## src/logic/frs_params.svh

```systemverilog
`ifndef FRS_PARAMS_SVH
`define FRS_PARAMS_SVH

// register port geometry
`define FRS_DATA_W 30
`define FRS_ADDR_W 5
`define FRS_DEPTH 32
`define FRS_WORD_ZERO 30'h0

// register offsets
`define FRS_REG_GPIO_EN 5'h01
`define FRS_REG_START_INT 5'h05
`define FRS_REG_FRAC_HI 5'h06
`define FRS_REG_FRAC_LO 5'h07
`define FRS_REG_GPIO_CFG 5'h08
`define FRS_REG_SEED_HI 5'h0A
`define FRS_REG_SEED_LO 5'h0B
`define FRS_REG_DNCNT_HI 5'h0C
`define FRS_REG_DNCNT_LO 5'h0D
`define FRS_REG_CTRL 5'h0E
`define FRS_REG_DWELL_HI 5'h10
`define FRS_REG_DWELL_LO 5'h11
`define FRS_REG_STEP_HI 5'h12
`define FRS_REG_STEP_LO 5'h13
`define FRS_REG_CNT_HI 5'h14
`define FRS_REG_CNT_LO 5'h15
`define FRS_REG_STATUS 5'h1F

// field positions
`define FRS_BIT_GPIO_MASTER 4
`define FRS_BIT_PIN_FUNC 13
`define FRS_BIT_AUTO_LO 2
`define FRS_BIT_AUTO_HI 3
`define FRS_BIT_TRIG_DLY 7
`define FRS_BIT_AUTOSEED 8
`define FRS_BIT_SWEEP_EN 11
`define FRS_BIT_SPI_TRIG 12
`define FRS_BIT_TRIG_SRC 13
`define FRS_BIT_SYMM 22
`define FRS_BIT_SINGLE 24
`define FRS_BIT_ONEWAY 25
`define FRS_BIT_DIR_UP 26

// value widths
`define FRS_LO_W 18
`define FRS_VAL_W 48
`define FRS_INT_W 21
`define FRS_DLY_ZERO 21'h0
`define FRS_DLY_ONE 21'h1
`define FRS_CNT_ZERO 48'h0
`define FRS_CNT_ONE 48'h1
`define FRS_DIV_ZERO 69'h0

// divided reference: system clocks per reference period
`define FRS_REF_DIV 8'h01
`define FRS_REF_ZERO 8'h00
`define FRS_REF_ONE 8'h01

`endif

```

## src/logic/frs_pkg.sv

```systemverilog
`include "frs_params.svh"

package frs_pkg;

	typedef logic [`FRS_DATA_W-1:0] frs_word_t;
	typedef logic [`FRS_ADDR_W-1:0] frs_addr_t;
	typedef logic [`FRS_VAL_W-1:0] frs_val_t;
	typedef logic [`FRS_INT_W-1:0] frs_int_t;
	typedef logic [`FRS_INT_W+`FRS_VAL_W-1:0] frs_div_t;

	typedef enum logic [1:0] {
		FRS_IDLE = 2'b00,
		FRS_RAMP = 2'b01,
		FRS_DWELL = 2'b10,
		FRS_END = 2'b11
	} frs_state_e;

	// 48-bit value from a 30-bit upper and 18-bit lower word
	function automatic frs_val_t frsJoin(frs_word_t hi, frs_word_t lo);
		return {hi, lo[`FRS_LO_W-1:0]};
	endfunction

	// one increment of the divider setting, either direction
	function automatic frs_div_t frsStep(frs_div_t cur, frs_val_t step,
			logic up);
		frs_div_t wide;
		wide = {{`FRS_INT_W{1'b0}}, step};
		return up ? cur + wide : cur - wide;
	endfunction

	// true when the count being finished is the last one
	function automatic logic frsLast(frs_val_t cnt, frs_val_t lim);
		frs_val_t nxt;
		nxt = cnt + `FRS_CNT_ONE;
		return nxt >= lim;
	endfunction

endpackage

```

## src/logic/frs_reg_mem.sv

```systemverilog
`timescale 1ns/1ps
`include "frs_params.svh"

module frs_reg_mem (
	input wire logic ref_clk,
	input wire logic rst_n,
	input wire logic wrEn,
	input wire frs_pkg::frs_addr_t wrAddr,
	input wire frs_pkg::frs_word_t wrData,
	input wire logic rdEn,
	input wire frs_pkg::frs_addr_t rdAddr,
	output frs_pkg::frs_word_t rdData
);
	import frs_pkg::*;

	frs_word_t mem [0:`FRS_DEPTH-1];
	frs_word_t next_rdData;

	// readback copy only; no reset, so unwritten words read unknown
	always_ff @(posedge ref_clk) begin
		if (wrEn) begin
			mem[wrAddr] <= wrData;
		end
	end

	// registered read port
	always_comb begin
		next_rdData = rdData;
		if (rdEn) begin
			next_rdData = mem[rdAddr];
		end
	end

	always_ff @(posedge ref_clk or negedge rst_n) begin
		if (!rst_n) begin
			rdData <= `FRS_WORD_ZERO;
		end else begin
			rdData <= next_rdData;
		end
	end

endmodule

```

## src/logic/frs_sweeper.sv

```systemverilog
`timescale 1ns/1ps
`include "frs_params.svh"

// Operation
// host loads start integer, fraction and optional seed; sweep starts there
// sweeping only while the sweep-mode control bit is one
// single-step bit zero: increments advance by themselves
// single-step bit one: exactly one increment per trigger
// shape bit zero two-way, one one-way
// mode field 11 automatic with internal triggers, 00 triggered
// host uses triggered operation with user-defined sweeps
// host uses triggered operation for automatic-step one-way sweeps
// direction bit one starts upward, zero downward
// symmetric: up dwell, step size and count serve both directions
// symmetric ramps mirror each other, differing only in direction
// host sets symmetric mode for one-way sweeps
// up values are 48 bits: 30 upper, 18 lower
// asymmetric down step count is 48 bits from a register pair
// trigger source bit: zero serial-port write, one external pin
// host sets pin function to input for external triggers
// external triggers need the GPIO master enable set
// delay bit one postpones each trigger by the programmed delay; a trigger arriving while a delay is running is dropped
// delay is the 21-bit field in divided reference periods
// ramp-active flag high from first through last increment
// external trigger taken on the pin's rising edge
// user one-way: trigger n+1 returns to start, n+2 restarts
// automatic seed reloads the seed at every ramp start
// automatic stepping adds one step per reference period, then dwells
// serial trigger accepted anytime, acted on at next reference tick
module frs_sweeper (
	input wire logic ref_clk,
	input wire logic rst_n,
	input wire logic regWrEn,
	input wire frs_pkg::frs_addr_t regAddr,
	input wire frs_pkg::frs_word_t regWrData,
	input wire logic regRdEn,
	input wire logic externalTriggerPin,
	output frs_pkg::frs_word_t regRdData,
	output logic regRdValid,
	output frs_pkg::frs_int_t divInt,
	output frs_pkg::frs_val_t divFrac,
	output logic sweepOn,
	output logic rampBusy,
	output logic rampUp,
	output logic seedLoad,
	output frs_pkg::frs_val_t seedValue
);
	import frs_pkg::*;

	////////////////////////////////////////////////////////////////////////
	// configuration registers

	frs_word_t gpioEn, startInt, fracHi, fracLo, pinCfg, seedHi, seedLo;
	frs_word_t dnCntHi, dnCntLo, ctrl, dwellHi, dwellLo, stepHi, stepLo;
	frs_word_t cntHi, cntLo;
	frs_word_t next_gpioEn, next_startInt, next_fracHi, next_fracLo;
	frs_word_t next_pinCfg, next_seedHi, next_seedLo, next_dnCntHi;
	frs_word_t next_dnCntLo, next_ctrl, next_dwellHi, next_dwellLo;
	frs_word_t next_stepHi, next_stepLo, next_cntHi, next_cntLo;
	frs_word_t wrMasked;
	logic ctrlWr;

	assign ctrlWr = regWrEn && (regAddr == `FRS_REG_CTRL);
	// the serial trigger bit is a strobe and is never stored
	assign wrMasked = ctrlWr ?
		(regWrData & ~(`FRS_DATA_W'(1) << `FRS_BIT_SPI_TRIG)) : regWrData;

	// address decode for writes; unmapped addresses only reach readback
	always_comb begin
		next_gpioEn = gpioEn;
		next_startInt = startInt;
		next_fracHi = fracHi;
		next_fracLo = fracLo;
		next_pinCfg = pinCfg;
		next_seedHi = seedHi;
		next_seedLo = seedLo;
		next_dnCntHi = dnCntHi;
		next_dnCntLo = dnCntLo;
		next_ctrl = ctrl;
		next_dwellHi = dwellHi;
		next_dwellLo = dwellLo;
		next_stepHi = stepHi;
		next_stepLo = stepLo;
		next_cntHi = cntHi;
		next_cntLo = cntLo;
		if (regWrEn) begin
			unique case (regAddr)
				`FRS_REG_GPIO_EN: next_gpioEn = wrMasked;
				`FRS_REG_START_INT: next_startInt = wrMasked;
				`FRS_REG_FRAC_HI: next_fracHi = wrMasked;
				`FRS_REG_FRAC_LO: next_fracLo = wrMasked;
				`FRS_REG_GPIO_CFG: next_pinCfg = wrMasked;
				`FRS_REG_SEED_HI: next_seedHi = wrMasked;
				`FRS_REG_SEED_LO: next_seedLo = wrMasked;
				`FRS_REG_DNCNT_HI: next_dnCntHi = wrMasked;
				`FRS_REG_DNCNT_LO: next_dnCntLo = wrMasked;
				`FRS_REG_CTRL: next_ctrl = wrMasked;
				`FRS_REG_DWELL_HI: next_dwellHi = wrMasked;
				`FRS_REG_DWELL_LO: next_dwellLo = wrMasked;
				`FRS_REG_STEP_HI: next_stepHi = wrMasked;
				`FRS_REG_STEP_LO: next_stepLo = wrMasked;
				`FRS_REG_CNT_HI: next_cntHi = wrMasked;
				`FRS_REG_CNT_LO: next_cntLo = wrMasked;
				default: ;
			endcase
		end
	end

	always_ff @(posedge ref_clk or negedge rst_n) begin
		if (!rst_n) begin
			gpioEn <= `FRS_WORD_ZERO;
			startInt <= `FRS_WORD_ZERO;
			fracHi <= `FRS_WORD_ZERO;
			fracLo <= `FRS_WORD_ZERO;
			pinCfg <= `FRS_WORD_ZERO;
			seedHi <= `FRS_WORD_ZERO;
			seedLo <= `FRS_WORD_ZERO;
			dnCntHi <= `FRS_WORD_ZERO;
			dnCntLo <= `FRS_WORD_ZERO;
			ctrl <= `FRS_WORD_ZERO;
			dwellHi <= `FRS_WORD_ZERO;
			dwellLo <= `FRS_WORD_ZERO;
			stepHi <= `FRS_WORD_ZERO;
			stepLo <= `FRS_WORD_ZERO;
			cntHi <= `FRS_WORD_ZERO;
			cntLo <= `FRS_WORD_ZERO;
		end else begin
			gpioEn <= next_gpioEn;
			startInt <= next_startInt;
			fracHi <= next_fracHi;
			fracLo <= next_fracLo;
			pinCfg <= next_pinCfg;
			seedHi <= next_seedHi;
			seedLo <= next_seedLo;
			dnCntHi <= next_dnCntHi;
			dnCntLo <= next_dnCntLo;
			ctrl <= next_ctrl;
			dwellHi <= next_dwellHi;
			dwellLo <= next_dwellLo;
			stepHi <= next_stepHi;
			stepLo <= next_stepLo;
			cntHi <= next_cntHi;
			cntLo <= next_cntLo;
		end
	end

	////////////////////////////////////////////////////////////////////////
	// decoded sweep parameters

	frs_val_t upDwell, upStep, upCount, dnCount, rampCount;
	frs_div_t startSetting;
	logic autoMode, single, oneWay, symm, dirStart, dlyEn;
	frs_int_t dlyLen;

	// 48-bit up values
	assign upDwell = frsJoin(dwellHi, dwellLo);
	assign upStep = frsJoin(stepHi, stepLo);
	assign upCount = frsJoin(cntHi, cntLo);
	// asymmetric down count
	assign dnCount = frsJoin(dnCntHi, dnCntLo);
	// sweep origin
	assign startSetting = {startInt[`FRS_INT_W-1:0], frsJoin(fracHi, fracLo)};
	// mode field decode
	assign autoMode = ctrl[`FRS_BIT_AUTO_LO] && ctrl[`FRS_BIT_AUTO_HI];
	assign single = ctrl[`FRS_BIT_SINGLE];
	assign oneWay = ctrl[`FRS_BIT_ONEWAY];
	assign symm = ctrl[`FRS_BIT_SYMM];
	assign dirStart = ctrl[`FRS_BIT_DIR_UP];
	assign dlyEn = ctrl[`FRS_BIT_TRIG_DLY];
	// delay field shares the start-integer word
	assign dlyLen = startInt[`FRS_INT_W-1:0];

	////////////////////////////////////////////////////////////////////////
	// reference tick and trigger path

	logic [7:0] refCnt, next_refCnt;
	logic refTick, pinPrev, trigPend, next_trigPend, dlyArmed, next_dlyArmed;
	logic extEdge, extOk, spiTrig, newTrig, take, fire;
	frs_int_t dlyCnt, next_dlyCnt;

	assign refTick = (refCnt == `FRS_REF_DIV - `FRS_REF_ONE);
	// rising edge of the trigger pin
	assign extEdge = externalTriggerPin && !pinPrev;
	// pin path also needs master enable and input function
	assign extOk = gpioEn[`FRS_BIT_GPIO_MASTER] && !pinCfg[`FRS_BIT_PIN_FUNC];
	assign spiTrig = ctrlWr && regWrData[`FRS_BIT_SPI_TRIG];
	// pick the trigger source
	assign newTrig = ctrl[`FRS_BIT_TRIG_SRC] ? (extEdge && extOk) : spiTrig;
	assign take = trigPend && refTick;
	// delayed or direct trigger
	assign fire = dlyEn ?
		((dlyArmed && refTick && (dlyCnt <= `FRS_DLY_ONE)) ||
		(take && !dlyArmed && (dlyLen == `FRS_DLY_ZERO))) : take;

	// pending trigger waits for the reference tick; a new one wins a clear
	always_comb begin
		next_refCnt = refTick ? `FRS_REF_ZERO : refCnt + `FRS_REF_ONE;
		// hold a trigger until the next reference tick
		next_trigPend = (trigPend && !refTick) || newTrig;
		next_dlyArmed = dlyArmed;
		next_dlyCnt = dlyCnt;
		// count the delay in reference periods
		if (!dlyEn) begin
			next_dlyArmed = 1'b0;
		end else if (dlyArmed && refTick) begin
			next_dlyCnt = dlyCnt - `FRS_DLY_ONE;
			next_dlyArmed = (dlyCnt > `FRS_DLY_ONE);
		end else if (take && (dlyLen != `FRS_DLY_ZERO)) begin
			next_dlyCnt = dlyLen;
			next_dlyArmed = 1'b1;
		end
	end

	always_ff @(posedge ref_clk or negedge rst_n) begin
		if (!rst_n) begin
			refCnt <= `FRS_REF_ZERO;
			pinPrev <= 1'b0;
			trigPend <= 1'b0;
			dlyArmed <= 1'b0;
			dlyCnt <= `FRS_DLY_ZERO;
		end else begin
			refCnt <= next_refCnt;
			pinPrev <= externalTriggerPin;
			trigPend <= next_trigPend;
			dlyArmed <= next_dlyArmed;
			dlyCnt <= next_dlyCnt;
		end
	end

	////////////////////////////////////////////////////////////////////////
	// sweep engine, advances only on reference ticks

	frs_state_e state, next_state;
	frs_div_t cur, next_cur;
	frs_val_t stepCnt, next_stepCnt, dwellCnt, next_dwellCnt;
	logic next_rampBusy, next_rampUp, next_seedLoad, go, adv;

	// symmetric mode or upward ramps use the up count
	assign rampCount = (symm || rampUp) ? upCount : dnCount;
	// automatic mode triggers itself
	assign go = autoMode || fire;
	// self-advance, one increment per trigger; the trigger that
	// starts a ramp earns its first increment on the following tick
	assign adv = single ? (fire || (stepCnt == `FRS_CNT_ZERO)) : 1'b1;

	always_comb begin
		next_state = state;
		next_cur = cur;
		next_stepCnt = stepCnt;
		next_dwellCnt = dwellCnt;
		next_rampBusy = rampBusy;
		next_rampUp = rampUp;
		next_seedLoad = 1'b0;
		// no sweep unless the sweep-mode bit is set
		if (!ctrl[`FRS_BIT_SWEEP_EN]) begin
			next_state = FRS_IDLE;
			next_cur = startSetting;
			next_rampBusy = 1'b0;
			next_rampUp = dirStart;
		end else if (refTick) begin
			unique case (state)
				FRS_IDLE: begin
					next_cur = startSetting;
					if (go) begin
						// initial direction
						next_rampUp = dirStart;
						next_stepCnt = `FRS_CNT_ZERO;
						// reseed at ramp start
						next_seedLoad = ctrl[`FRS_BIT_AUTOSEED];
						next_state = FRS_RAMP;
					end
				end
				FRS_RAMP: begin
					if (rampCount == `FRS_CNT_ZERO) begin
						next_state = single ? FRS_END : FRS_DWELL;
						next_dwellCnt = `FRS_CNT_ZERO;
					end else if (adv) begin
						// one step per reference period
						// same step size in both directions
						next_cur = frsStep(cur, upStep, rampUp);
						next_stepCnt = stepCnt + `FRS_CNT_ONE;
						// busy from first through last increment
						next_rampBusy = 1'b1;
						if (frsLast(stepCnt, rampCount)) begin
							next_state = single ? FRS_END : FRS_DWELL;
							next_dwellCnt = `FRS_CNT_ZERO;
						end
					end
				end
				FRS_DWELL: begin
					// dwell after the last step
					next_rampBusy = 1'b0;
					next_dwellCnt = dwellCnt + `FRS_CNT_ONE;
					if (frsLast(dwellCnt, upDwell)) begin
						next_state = FRS_END;
					end
				end
				FRS_END: begin
					next_rampBusy = 1'b0;
					if (oneWay) begin
						// hop back to start; next trigger restarts
						if (go) begin
							next_cur = startSetting;
							next_state = FRS_IDLE;
						end
					end else if (go) begin
						// two-way reverses and ramps back
						next_rampUp = !rampUp;
						next_stepCnt = `FRS_CNT_ZERO;
						next_seedLoad = ctrl[`FRS_BIT_AUTOSEED];
						next_state = FRS_RAMP;
					end
				end
			endcase
		end
	end

	always_ff @(posedge ref_clk or negedge rst_n) begin
		if (!rst_n) begin
			state <= FRS_IDLE;
			cur <= `FRS_DIV_ZERO;
			stepCnt <= `FRS_CNT_ZERO;
			dwellCnt <= `FRS_CNT_ZERO;
			rampBusy <= 1'b0;
			rampUp <= 1'b0;
			seedLoad <= 1'b0;
		end else begin
			state <= next_state;
			cur <= next_cur;
			stepCnt <= next_stepCnt;
			dwellCnt <= next_dwellCnt;
			rampBusy <= next_rampBusy;
			rampUp <= next_rampUp;
			seedLoad <= next_seedLoad;
		end
	end

	////////////////////////////////////////////////////////////////////////
	// outputs and readback

	frs_word_t memRd, statusWord, next_regRdData;
	frs_addr_t rdAddrQ;
	logic rdEnQ, next_sweepOn;
	frs_int_t next_divInt;
	frs_val_t next_divFrac, next_seedValue;

	frs_reg_mem uMem (
		.ref_clk(ref_clk),
		.rst_n(rst_n),
		.wrEn(regWrEn),
		.wrAddr(regAddr),
		.wrData(wrMasked),
		.rdEn(regRdEn),
		.rdAddr(regAddr),
		.rdData(memRd)
	);

	// live status: state, direction, busy, sweep on
	assign statusWord = {{(`FRS_DATA_W - 5){1'b0}}, state, rampUp, rampBusy,
		sweepOn};

	// second read stage keeps every output on a flop
	always_comb begin
		next_regRdData = regRdData;
		if (rdEnQ) begin
			next_regRdData = (rdAddrQ == `FRS_REG_STATUS) ? statusWord : memRd;
		end
		next_sweepOn = ctrl[`FRS_BIT_SWEEP_EN];
		next_divInt = next_cur[`FRS_INT_W+`FRS_VAL_W-1:`FRS_VAL_W];
		next_divFrac = next_cur[`FRS_VAL_W-1:0];
		next_seedValue = frsJoin(seedHi, seedLo);
	end

	always_ff @(posedge ref_clk or negedge rst_n) begin
		if (!rst_n) begin
			rdEnQ <= 1'b0;
			rdAddrQ <= `FRS_REG_GPIO_EN;
			regRdData <= `FRS_WORD_ZERO;
			regRdValid <= 1'b0;
			sweepOn <= 1'b0;
			divInt <= `FRS_DLY_ZERO;
			divFrac <= `FRS_CNT_ZERO;
			seedValue <= `FRS_CNT_ZERO;
		end else begin
			rdEnQ <= regRdEn;
			rdAddrQ <= regAddr;
			regRdData <= next_regRdData;
			regRdValid <= rdEnQ;
			sweepOn <= next_sweepOn;
			divInt <= next_divInt;
			divFrac <= next_divFrac;
			seedValue <= next_seedValue;
		end
	end

endmodule

```

## config.mk

```make
export PLATFORM = sky130hd
export DESIGN_NAME = frs_sweeper
export DESIGN_NICKNAME = d
export VERILOG_FILES = /design/src/logic/frs_pkg.sv /design/src/logic/frs_reg_mem.sv /design/src/logic/frs_sweeper.sv
export VERILOG_INCLUDE_DIRS = /design/src /design/src/logic
export SDC_FILE = /design/constraint.sdc
export NUM_CORES = 2
export LEC_CHECK = 0
export CAP_MARGIN = 5
export CORE_UTILIZATION = 40
export CTS_CLUSTER_DIAMETER = 200
export DETAILED_ROUTE_END_ITERATION = 10
export DONT_BUFFER_PORTS = 1
export MAX_ROUTING_LAYER = met4
export PLACE_DENSITY = 0.56
export SYNTH_ARGS = -nofsm -noshare
export SYNTH_HDL_FRONTEND = slang
export SYNTH_SLANG_ARGS = --single-unit
```

## constraint.sdc

```tcl
create_clock -name ref_clk -period 7 [get_ports ref_clk]
set_clock_uncertainty 0.1 [all_clocks]
set_input_delay 1.05 -clock ref_clk [delete_from_list [all_inputs] [get_ports ref_clk]]
set_output_delay 1.05 -clock ref_clk [all_outputs]
set_load 0.05 [all_outputs]
```

# Word level (Yosys, flattened, before mapping)
# Memories as Yosys holds them, arrays and structs flattened. A register that Yosys moved wholly into a read port is not among the register bits.
# Cells that the tools add are included.
# word_totals
mem_bits_rw,960
memories,1
input_bits,40
word_cells,199
reg_bits,712
output_inout_bits,152
# mem_list
name,words,width,rd,rd_ports_with_merged_regs,wr,line_no,source
uMem.mem,32,30,1,1,1,frs_reg_mem.sv:16,frs_word_t mem [0:`FRS_DEPTH-1];
# classes
n_addsub,6
n_eq_ne,38
reduce_logical,56
n_mux,58
n_lt_le_gt_ge,4
# op_table
op,count
two-way mux 69 bit,7
two-way mux 48 bit,8
case mux 69 bit (3 select lines),1
case mux 48 bit (3 select lines),1
"adder 48 x 1 -> 48 bit, second input constant",2
greater-or-equal comparator 48 bit,2
logical NOT 48 bit,2
case mux 48 bit (2 select lines),1
adder 69 x 48 -> 69 bit,1
subtractor 69 x 48 -> 69 bit,1
two-way mux 21 bit,2
"equality test 5 bit, second input constant",7
AND reduction 2 bit,17
"equality test 5 x 4 -> 1 bit, second input constant",6
two-way mux 30 bit,1
"inequality test 3 bit, second input constant",8
two-way mux 1 bit,22
"> comparator 21 x 1 -> 1 bit, second input constant",1
"less-or-equal comparator 21 x 1 -> 1 bit, second input constant",1
logical NOT 21 bit,1
nonzero test 21 bit,1
"subtractor 21 x 1 -> 21 bit, second input constant",1
two-way mux 2 bit,9
"equality test 5 x 3 -> 1 bit, second input constant",3
other kinds (24),56

# Longest topological paths before layout
# logic_depth
depth_word,13
mapped_depth,24
ltp_nobuf,20

# Cells and area by module
# A second synthesis with hierarchy kept.
# hier_totals
hier_cells,5635
hier_area_um2,73825.8
# modules_own_cells
mod,area_each_um2,n_inst,cells_per_inst,seq_area_each_um2
frs_reg_mem,38294.2,1,2065,29578.4
frs_sweeper,35531.6,1,3570,15240.9

# Worst setup path before layout
# Ideal clock, no wire load.
# synth_timing
path_type,register to register
start,reg stepLo[3]
end,reg divInt[6]
stages_incl_launch_ff,19
required_ns,6.774
path_buffers,1
slack_ns,2.128
arrival_ns,4.646
synth_period_minus_slack_ns,4.872
setup_time_ns,0.126
cell_sequence,dfrtp_1 > or3_1 > nor4_1 > and3_1 > nand2b_1 > nor3_1 > nor2_1 > xnor2_1 > ha_1 > clkbuf_1 > nand4_1 > or4_1 > a31oi_1 > nor3_1 > o41ai_2 > a221oi_1 > xnor2_1 > a221oi_1 > nor2_1
# synth_via
elab_chain_cells,7
word_cells_on_any_way,8
# synth_lines
item,line_no,source
start: declaration,frs_sweeper.sv:54,"frs_word_t dnCntHi, dnCntLo, ctrl, dwellHi, dwellLo, stepHi, stepLo;"
start signal: assignment,frs_sweeper.sv:124,stepLo <= `FRS_WORD_ZERO;
start signal: assignment,frs_sweeper.sv:141,stepLo <= next_stepLo;
subtractor 69 x 48 -> 69 bit or adder 69 x 48 -> 69 bit (tied branches),frs_pkg.sv:28,return up ? cur + wide : cur - wide;
two-way mux 69 bit *,frs_pkg.sv:28,
two-way mux 69 bit *,frs_sweeper.sv:277,end else if (adv) begin
two-way mux 69 bit *,frs_sweeper.sv:274,if (rampCount == `FRS_CNT_ZERO) begin
case mux 69 bit (3 select lines) *,frs_sweeper.sv:261,unique case (state)
two-way mux 69 bit *,frs_sweeper.sv:260,end else if (refTick) begin
two-way mux 69 bit *,frs_sweeper.sv:255,if (!ctrl[`FRS_BIT_SWEEP_EN]) begin
end signal: assignment,frs_sweeper.sv:381,divInt <= `FRS_DLY_ZERO;
end signal: assignment,frs_sweeper.sv:390,divInt <= next_divInt;
end: declaration,frs_sweeper.sv:40,"output frs_pkg::frs_int_t divInt,"
# Every way passes the cells marked *; elsewhere a longest branch is shown, timed or not.
# A chain may end at the register's enable or synchronous reset.

# Worst setup path in the final report
# layout_timing
start,reg stepLo[3]
end,reg divInt[4]
# Same word-level chain as after synthesis.

==> flow_results.org <==
** Status
- The flow ran to the end, but the final reports show violations.
- Violated checks :: hold timing

** Pwr
- In this run, flip-flops and latches consume 45.1% of the power.
- P per Cell Area :: ~330 mW/mm2
- Static leakage power :: around 0.032 uW
- Of the total power, combinational logic draws 20.9%.
- Of the total power, the clock network draws about 34%.
- Internal power comes to about 18000 uW.
- Net switching is around a third of the power.
- Maximum ir drop on the vdd rail :: approximately 0.00021 V
- For this design the total switching power over the nets is roughly 9000 uW.

** Yosys
- Biggest area consumer among synthesized cells :: sky130_fd_sc_hd__edfxtp_1
- Mapped Nets :: 5900
- Synthesized area per cell :: about 13 um2
- The netlist uses a little under 90 different library cells.
- Synthesis produced around 5700 cells.
- Of all flip-flops after synthesis, the portion carrying an async set or reset was between 30% and 40%.
- Of the post-synthesis cell area, the dominant cell type holds approximately two fifths.
- Synthesis warning total :: 0
- Sorting the synthesized cells by area gives the leading types as sky130_fd_sc_hd__edfxtp_1, sky130_fd_sc_hd__dfrtp_1, sky130_fd_sc_hd__mux4_2.
- The share of the Yosys chip area taken by registers is about three fifths.
- EDFF count, synth :: between 900 and 1000
- Most frequently used flop master after synthesis :: sky130_fd_sc_hd__edfxtp_1
- After synthesis the cells add up to 0.0733 mm2.
- Seq cells post-synth :: around 1600

** Finish
- Layout cells sized above 1 :: 14.5%
- In the layout the commonest cells are sky130_fd_sc_hd__nand2_1, sky130_fd_sc_hd__edfxtp_1, sky130_fd_sc_hd__dfrtp_1, sky130_fd_sc_hd__mux4_2, sky130_fd_sc_hd__a21oi_1.
- Fin nets :: ~5800
- Area occupied by multi-input gates :: roughly 0.027 mm2
- Registers take roughly 0.045 mm2.
- The library cell used most frequently in the layout, excluding fill and tap cells, is sky130_fd_sc_hd__nand2_1.
- The area growth from synthesis to layout is 11.5%.
- The layout has approximately 16000 filler cells.

** Die
- The die covers 0.185 mm2.
- Overall die height :: 430 um
- Measured along the x axis, the die boundary spans approximately 430 um.
- Number of top-level pins :: around 190
- Once the floorplan was initialized, standard cells occupied about two fifths of the core.
- The total area inside the core boundary comes to between 0.15 and 0.2 mm2.
- Cell Rows :: 156

** Worst setup path
- The worst register-to-register path has a depth of 18.
- Startpoint type of the worst setup path :: flip-flop
- The critical path is of the flip-flop to flip-flop type.
- The setup check on the worst reg-to-reg path leaves a slack of 0.73 ns.
- For this run, the slowest stage of the critical path takes between 1 and 1.5 ns.
- STA classifies the critical path endpoint as a flip-flop.
- Slowest cell on the critical path :: sky130_fd_sc_hd__a2111oi_0
- At the worst endpoint, the required time is between 7 and 8 ns.
- Origin of the critical flop-to-flop path :: stepLo[3]
- In this run the worst path has a maximum fanout of 13.
- Critical path arrival :: 6.87 ns
- Traced cell by cell, the critical path runs through or3_1 > nor4_1 > and3_1 > nand2b_1 > nor3_1 > buf_4 > and3_1 > a21oi_1 > xor2_1 > ha_1 > a211o_1 > a31o_2 > a21o_1 > a2111oi_0 > nor2_1 > xor2_1 > a221oi_1 > nor2_1.
- Critical R2R Capture :: divInt[4]

** Global routing
- Entering global routing, the biggest net connects 250 pins.
- Total global routing overflow :: 0
- Number of antenna violations at the first check in global routing :: 13
- Global routing consumed, over all layers together, ~24% of the routing resources.
- The via count of the first global-routing pass came to approximately 46000.
- For this run, global-route usage on met2 was measured as 37.5%.
- GR met1 Demand/Resource :: about a third
- Gr busiest metal :: met2
- Wire length of the first global-routing pass :: roughly 320000 um
- For met3 alone, demand over resource in global routing was under 10%.

** STA
- Normalized max-slew margin :: under 10%
- In the final timing run, aggregate negative setup slack is 0 ns.
- Slew at the pin closest to its max-slew limit :: approximately 1.4 ns
- Setup violations remaining at the end of the flow were counted as 0.
- Smallest hold slack :: -0.0280 ns
- Number of failing hold endpoints at the final stage :: 5
- Number of max-slew violations in the final report :: 0
- Setup repair after global routing left no endpoint under its margin.
- The clock period could shrink to ~6.3 ns.
- Final Cycle Share :: roughly 90%
- For this run, the top clock speed supported by timing is 160 MHz.

** Detailed routing
- Via Count :: 47700
- Routed Antenna Nets :: 0
- After detailed routing, the total wire length is approximately 220000 um.
- After detailed routing, the number of vias per cell comes to approximately 5.9.
- # DRC :: 0
- Violation count after the first detailed-route iteration :: 5122
- First-pass detailed-route iteration total :: 6
- Routed WL per cell :: between 20 and 30 um

** Clock network
- Max Root-Sink Buffers :: 3
- Clock tree synthesis inserted a total of 173 buffers.
- The cell sitting at the root of the clock tree is a sky130_fd_sc_hd__clkbuf_16.
- After clock tree synthesis, the clock-pin slew on the worst setup and hold paths is approximately 0.06 ns.
- TritonCTS built the clock tree.
- Clock Sinks :: about 1600
- CTS built an H-tree with a depth of 4.
- The later pin in the worst-skew pair is clocked with a latency of between 0.8 and 0.9 ns.
- Once the clock tree was built, the resizer swapped 0 gates to a different size.

** Hold path
- Hold crit path type :: primary input to asynchronous set/reset pin

** Placement
- Buffers placed on the I/O ports in this run total 0.
- At the end of routability-driven placement, the weighted congestion stood at approximately 0.93.
- Summed over all nets, the half-perimeter wirelength after detailed placement is roughly 130000 um.

** Run
- Number of max-cap violations :: 0
[how the worst max path moves through the flow]
stage	cells after the start	from	to	slack, ns
finish	18	stepLo[3]	divInt[4]	0.73
detailed placement	18	stepLo[3]	divInt[4]	0.88
global placement	18	stepLo[3]	divInt[12]	1.00
global route	18	stepLo[3]	divInt[4]	0.49
floorplan	18	stepLo[3]	divInt[6]	2.13
CTS	18	stepLo[3]	divInt[4]	0.86
[routing by layer]
layer / part of all wire (%) / routed length, um / vias up
met1: 43 / 95000 / 24600
met4: 2.9 / 6450 / 0
li1: - / - / 21100
met3: 6.9 / 15200 / 320
met2: 47 / 103000 / 1759
met5: 0 / 0 / -
[logic make-up after synthesis]
kind of cell / synth area share, %
compound gates: 8.77
simple gates: 10.5
buf+inv: 2.49
flops: 61.1
fa+ha+maj: 3.03
mux: 11.8
xor+xnor: 2.28
[sequential cells by signal (all words and copies together) (netlist names), 20 cells and up]
signal,count
uMem.mem,960
dwellCnt,48
seedValue,48
stepCnt,48
divFrac,47
cntHi,30
dnCntHi,30
dwellHi,30
fracHi,30
regRdData,30
seedHi,30
stepHi,30
uMem.rdData,30
dlyCnt,21
startInt,21
divInt,20
[power by group through the flow]
stage / logic, uW / registers, uW / clock network (uW)
6_report: 5680 / 12200 / 9200
5_1_grt: 6260 / 12300 / 9720
4_1_cts: 5640 / 12200 / 9370
3_5_place_dp: 5590 / 12400 / 0
3_3_place_gp: 5570 / 12400 / 0
2_1_floorplan: 4290 / 12000 / 0
[Yosys cell counts (13+ instances only)]
cell / count
sky130_fd_sc_hd__a211oi_1: 13
sky130_fd_sc_hd__a21o_1: 68
sky130_fd_sc_hd__a21oi_1: 252
sky130_fd_sc_hd__a221o_1: 34
sky130_fd_sc_hd__a221oi_1: 71
sky130_fd_sc_hd__a22o_1: 29
sky130_fd_sc_hd__a31oi_1: 40
sky130_fd_sc_hd__a41oi_1: 13
sky130_fd_sc_hd__and2_1: 19
sky130_fd_sc_hd__and3_1: 43
sky130_fd_sc_hd__buf_1: 50
sky130_fd_sc_hd__buf_2: 25
sky130_fd_sc_hd__clkbuf_1: 262
sky130_fd_sc_hd__dfrtp_1: 638
sky130_fd_sc_hd__edfxtp_1: 960
sky130_fd_sc_hd__ha_1: 176
sky130_fd_sc_hd__inv_1: 136
sky130_fd_sc_hd__mux2_2: 118
sky130_fd_sc_hd__mux2i_1: 82
sky130_fd_sc_hd__mux4_2: 288
sky130_fd_sc_hd__nand2_1: 1048
sky130_fd_sc_hd__nand2b_1: 20
sky130_fd_sc_hd__nand3_1: 88
sky130_fd_sc_hd__nand3b_1: 13
sky130_fd_sc_hd__nand4_1: 66
sky130_fd_sc_hd__nor2_1: 259
sky130_fd_sc_hd__nor2b_1: 17
sky130_fd_sc_hd__nor3_1: 53
sky130_fd_sc_hd__nor4_1: 53
sky130_fd_sc_hd__o211ai_1: 19
sky130_fd_sc_hd__o21a_1: 21
sky130_fd_sc_hd__o21ai_0: 223
sky130_fd_sc_hd__o21bai_1: 19
sky130_fd_sc_hd__o22ai_1: 100
sky130_fd_sc_hd__o31ai_1: 16
sky130_fd_sc_hd__xnor2_1: 99
sky130_fd_sc_hd__xor2_1: 92
[layout make-up]
cell class | instances | area share, %
Sequential cell | 1599 | 54.8
Multi-Input combinational cell | 3605 | 33.0
Clock buffer | 232 | 5.87
Tap cell | 2370 | 3.62
Clock inverter | 90 | 1.20
Timing Repair Buffer | 78 | 0.847
Inverter | 142 | 0.661
Antenna cell | 8 | 0.0245
[critical path: cells and delay by family (launching register included)]
family                     cells  cell delay [ns]
AOI/OAI and AO/OA              6             2.16
DFF                            1             0.40
and+or+nand+nor                8             2.53
xor gates and xnor gates       2             0.40
adders and majority gates      1             0.37
buffers and inverters          1             0.19
[per-stage QoR]
| stage | utilization (%) | setup slack [ns] | area, um2 | total power (uW) | cells |
|---|---|---|---|---|---|
| floorplan | - | 2.13 | 73300 | 16300 | 5683 |
| global placement | 41.9 | 1.00 | 76000 | 18000 | 7792 |
| detailed placement | 41.9 | 0.883 | 76000 | 18000 | 7792 |
| CTS | 45.1 | 0.860 | 81800 | 27200 | 8116 |
| global route | 45.1 | 0.487 | 81800 | 28300 | 8119 |
| finish | 45.1 | 0.733 | 81800 | 27100 | 8124 |
[timing repair]
item | in CTS | in global routing
setup endpoints to repair | 0 | 0
endpoints found under the hold margin | 70 | 0
setup buffers | 0 | 0
hold buffers | 2 | 0
(Power assumes the default switching activity.)
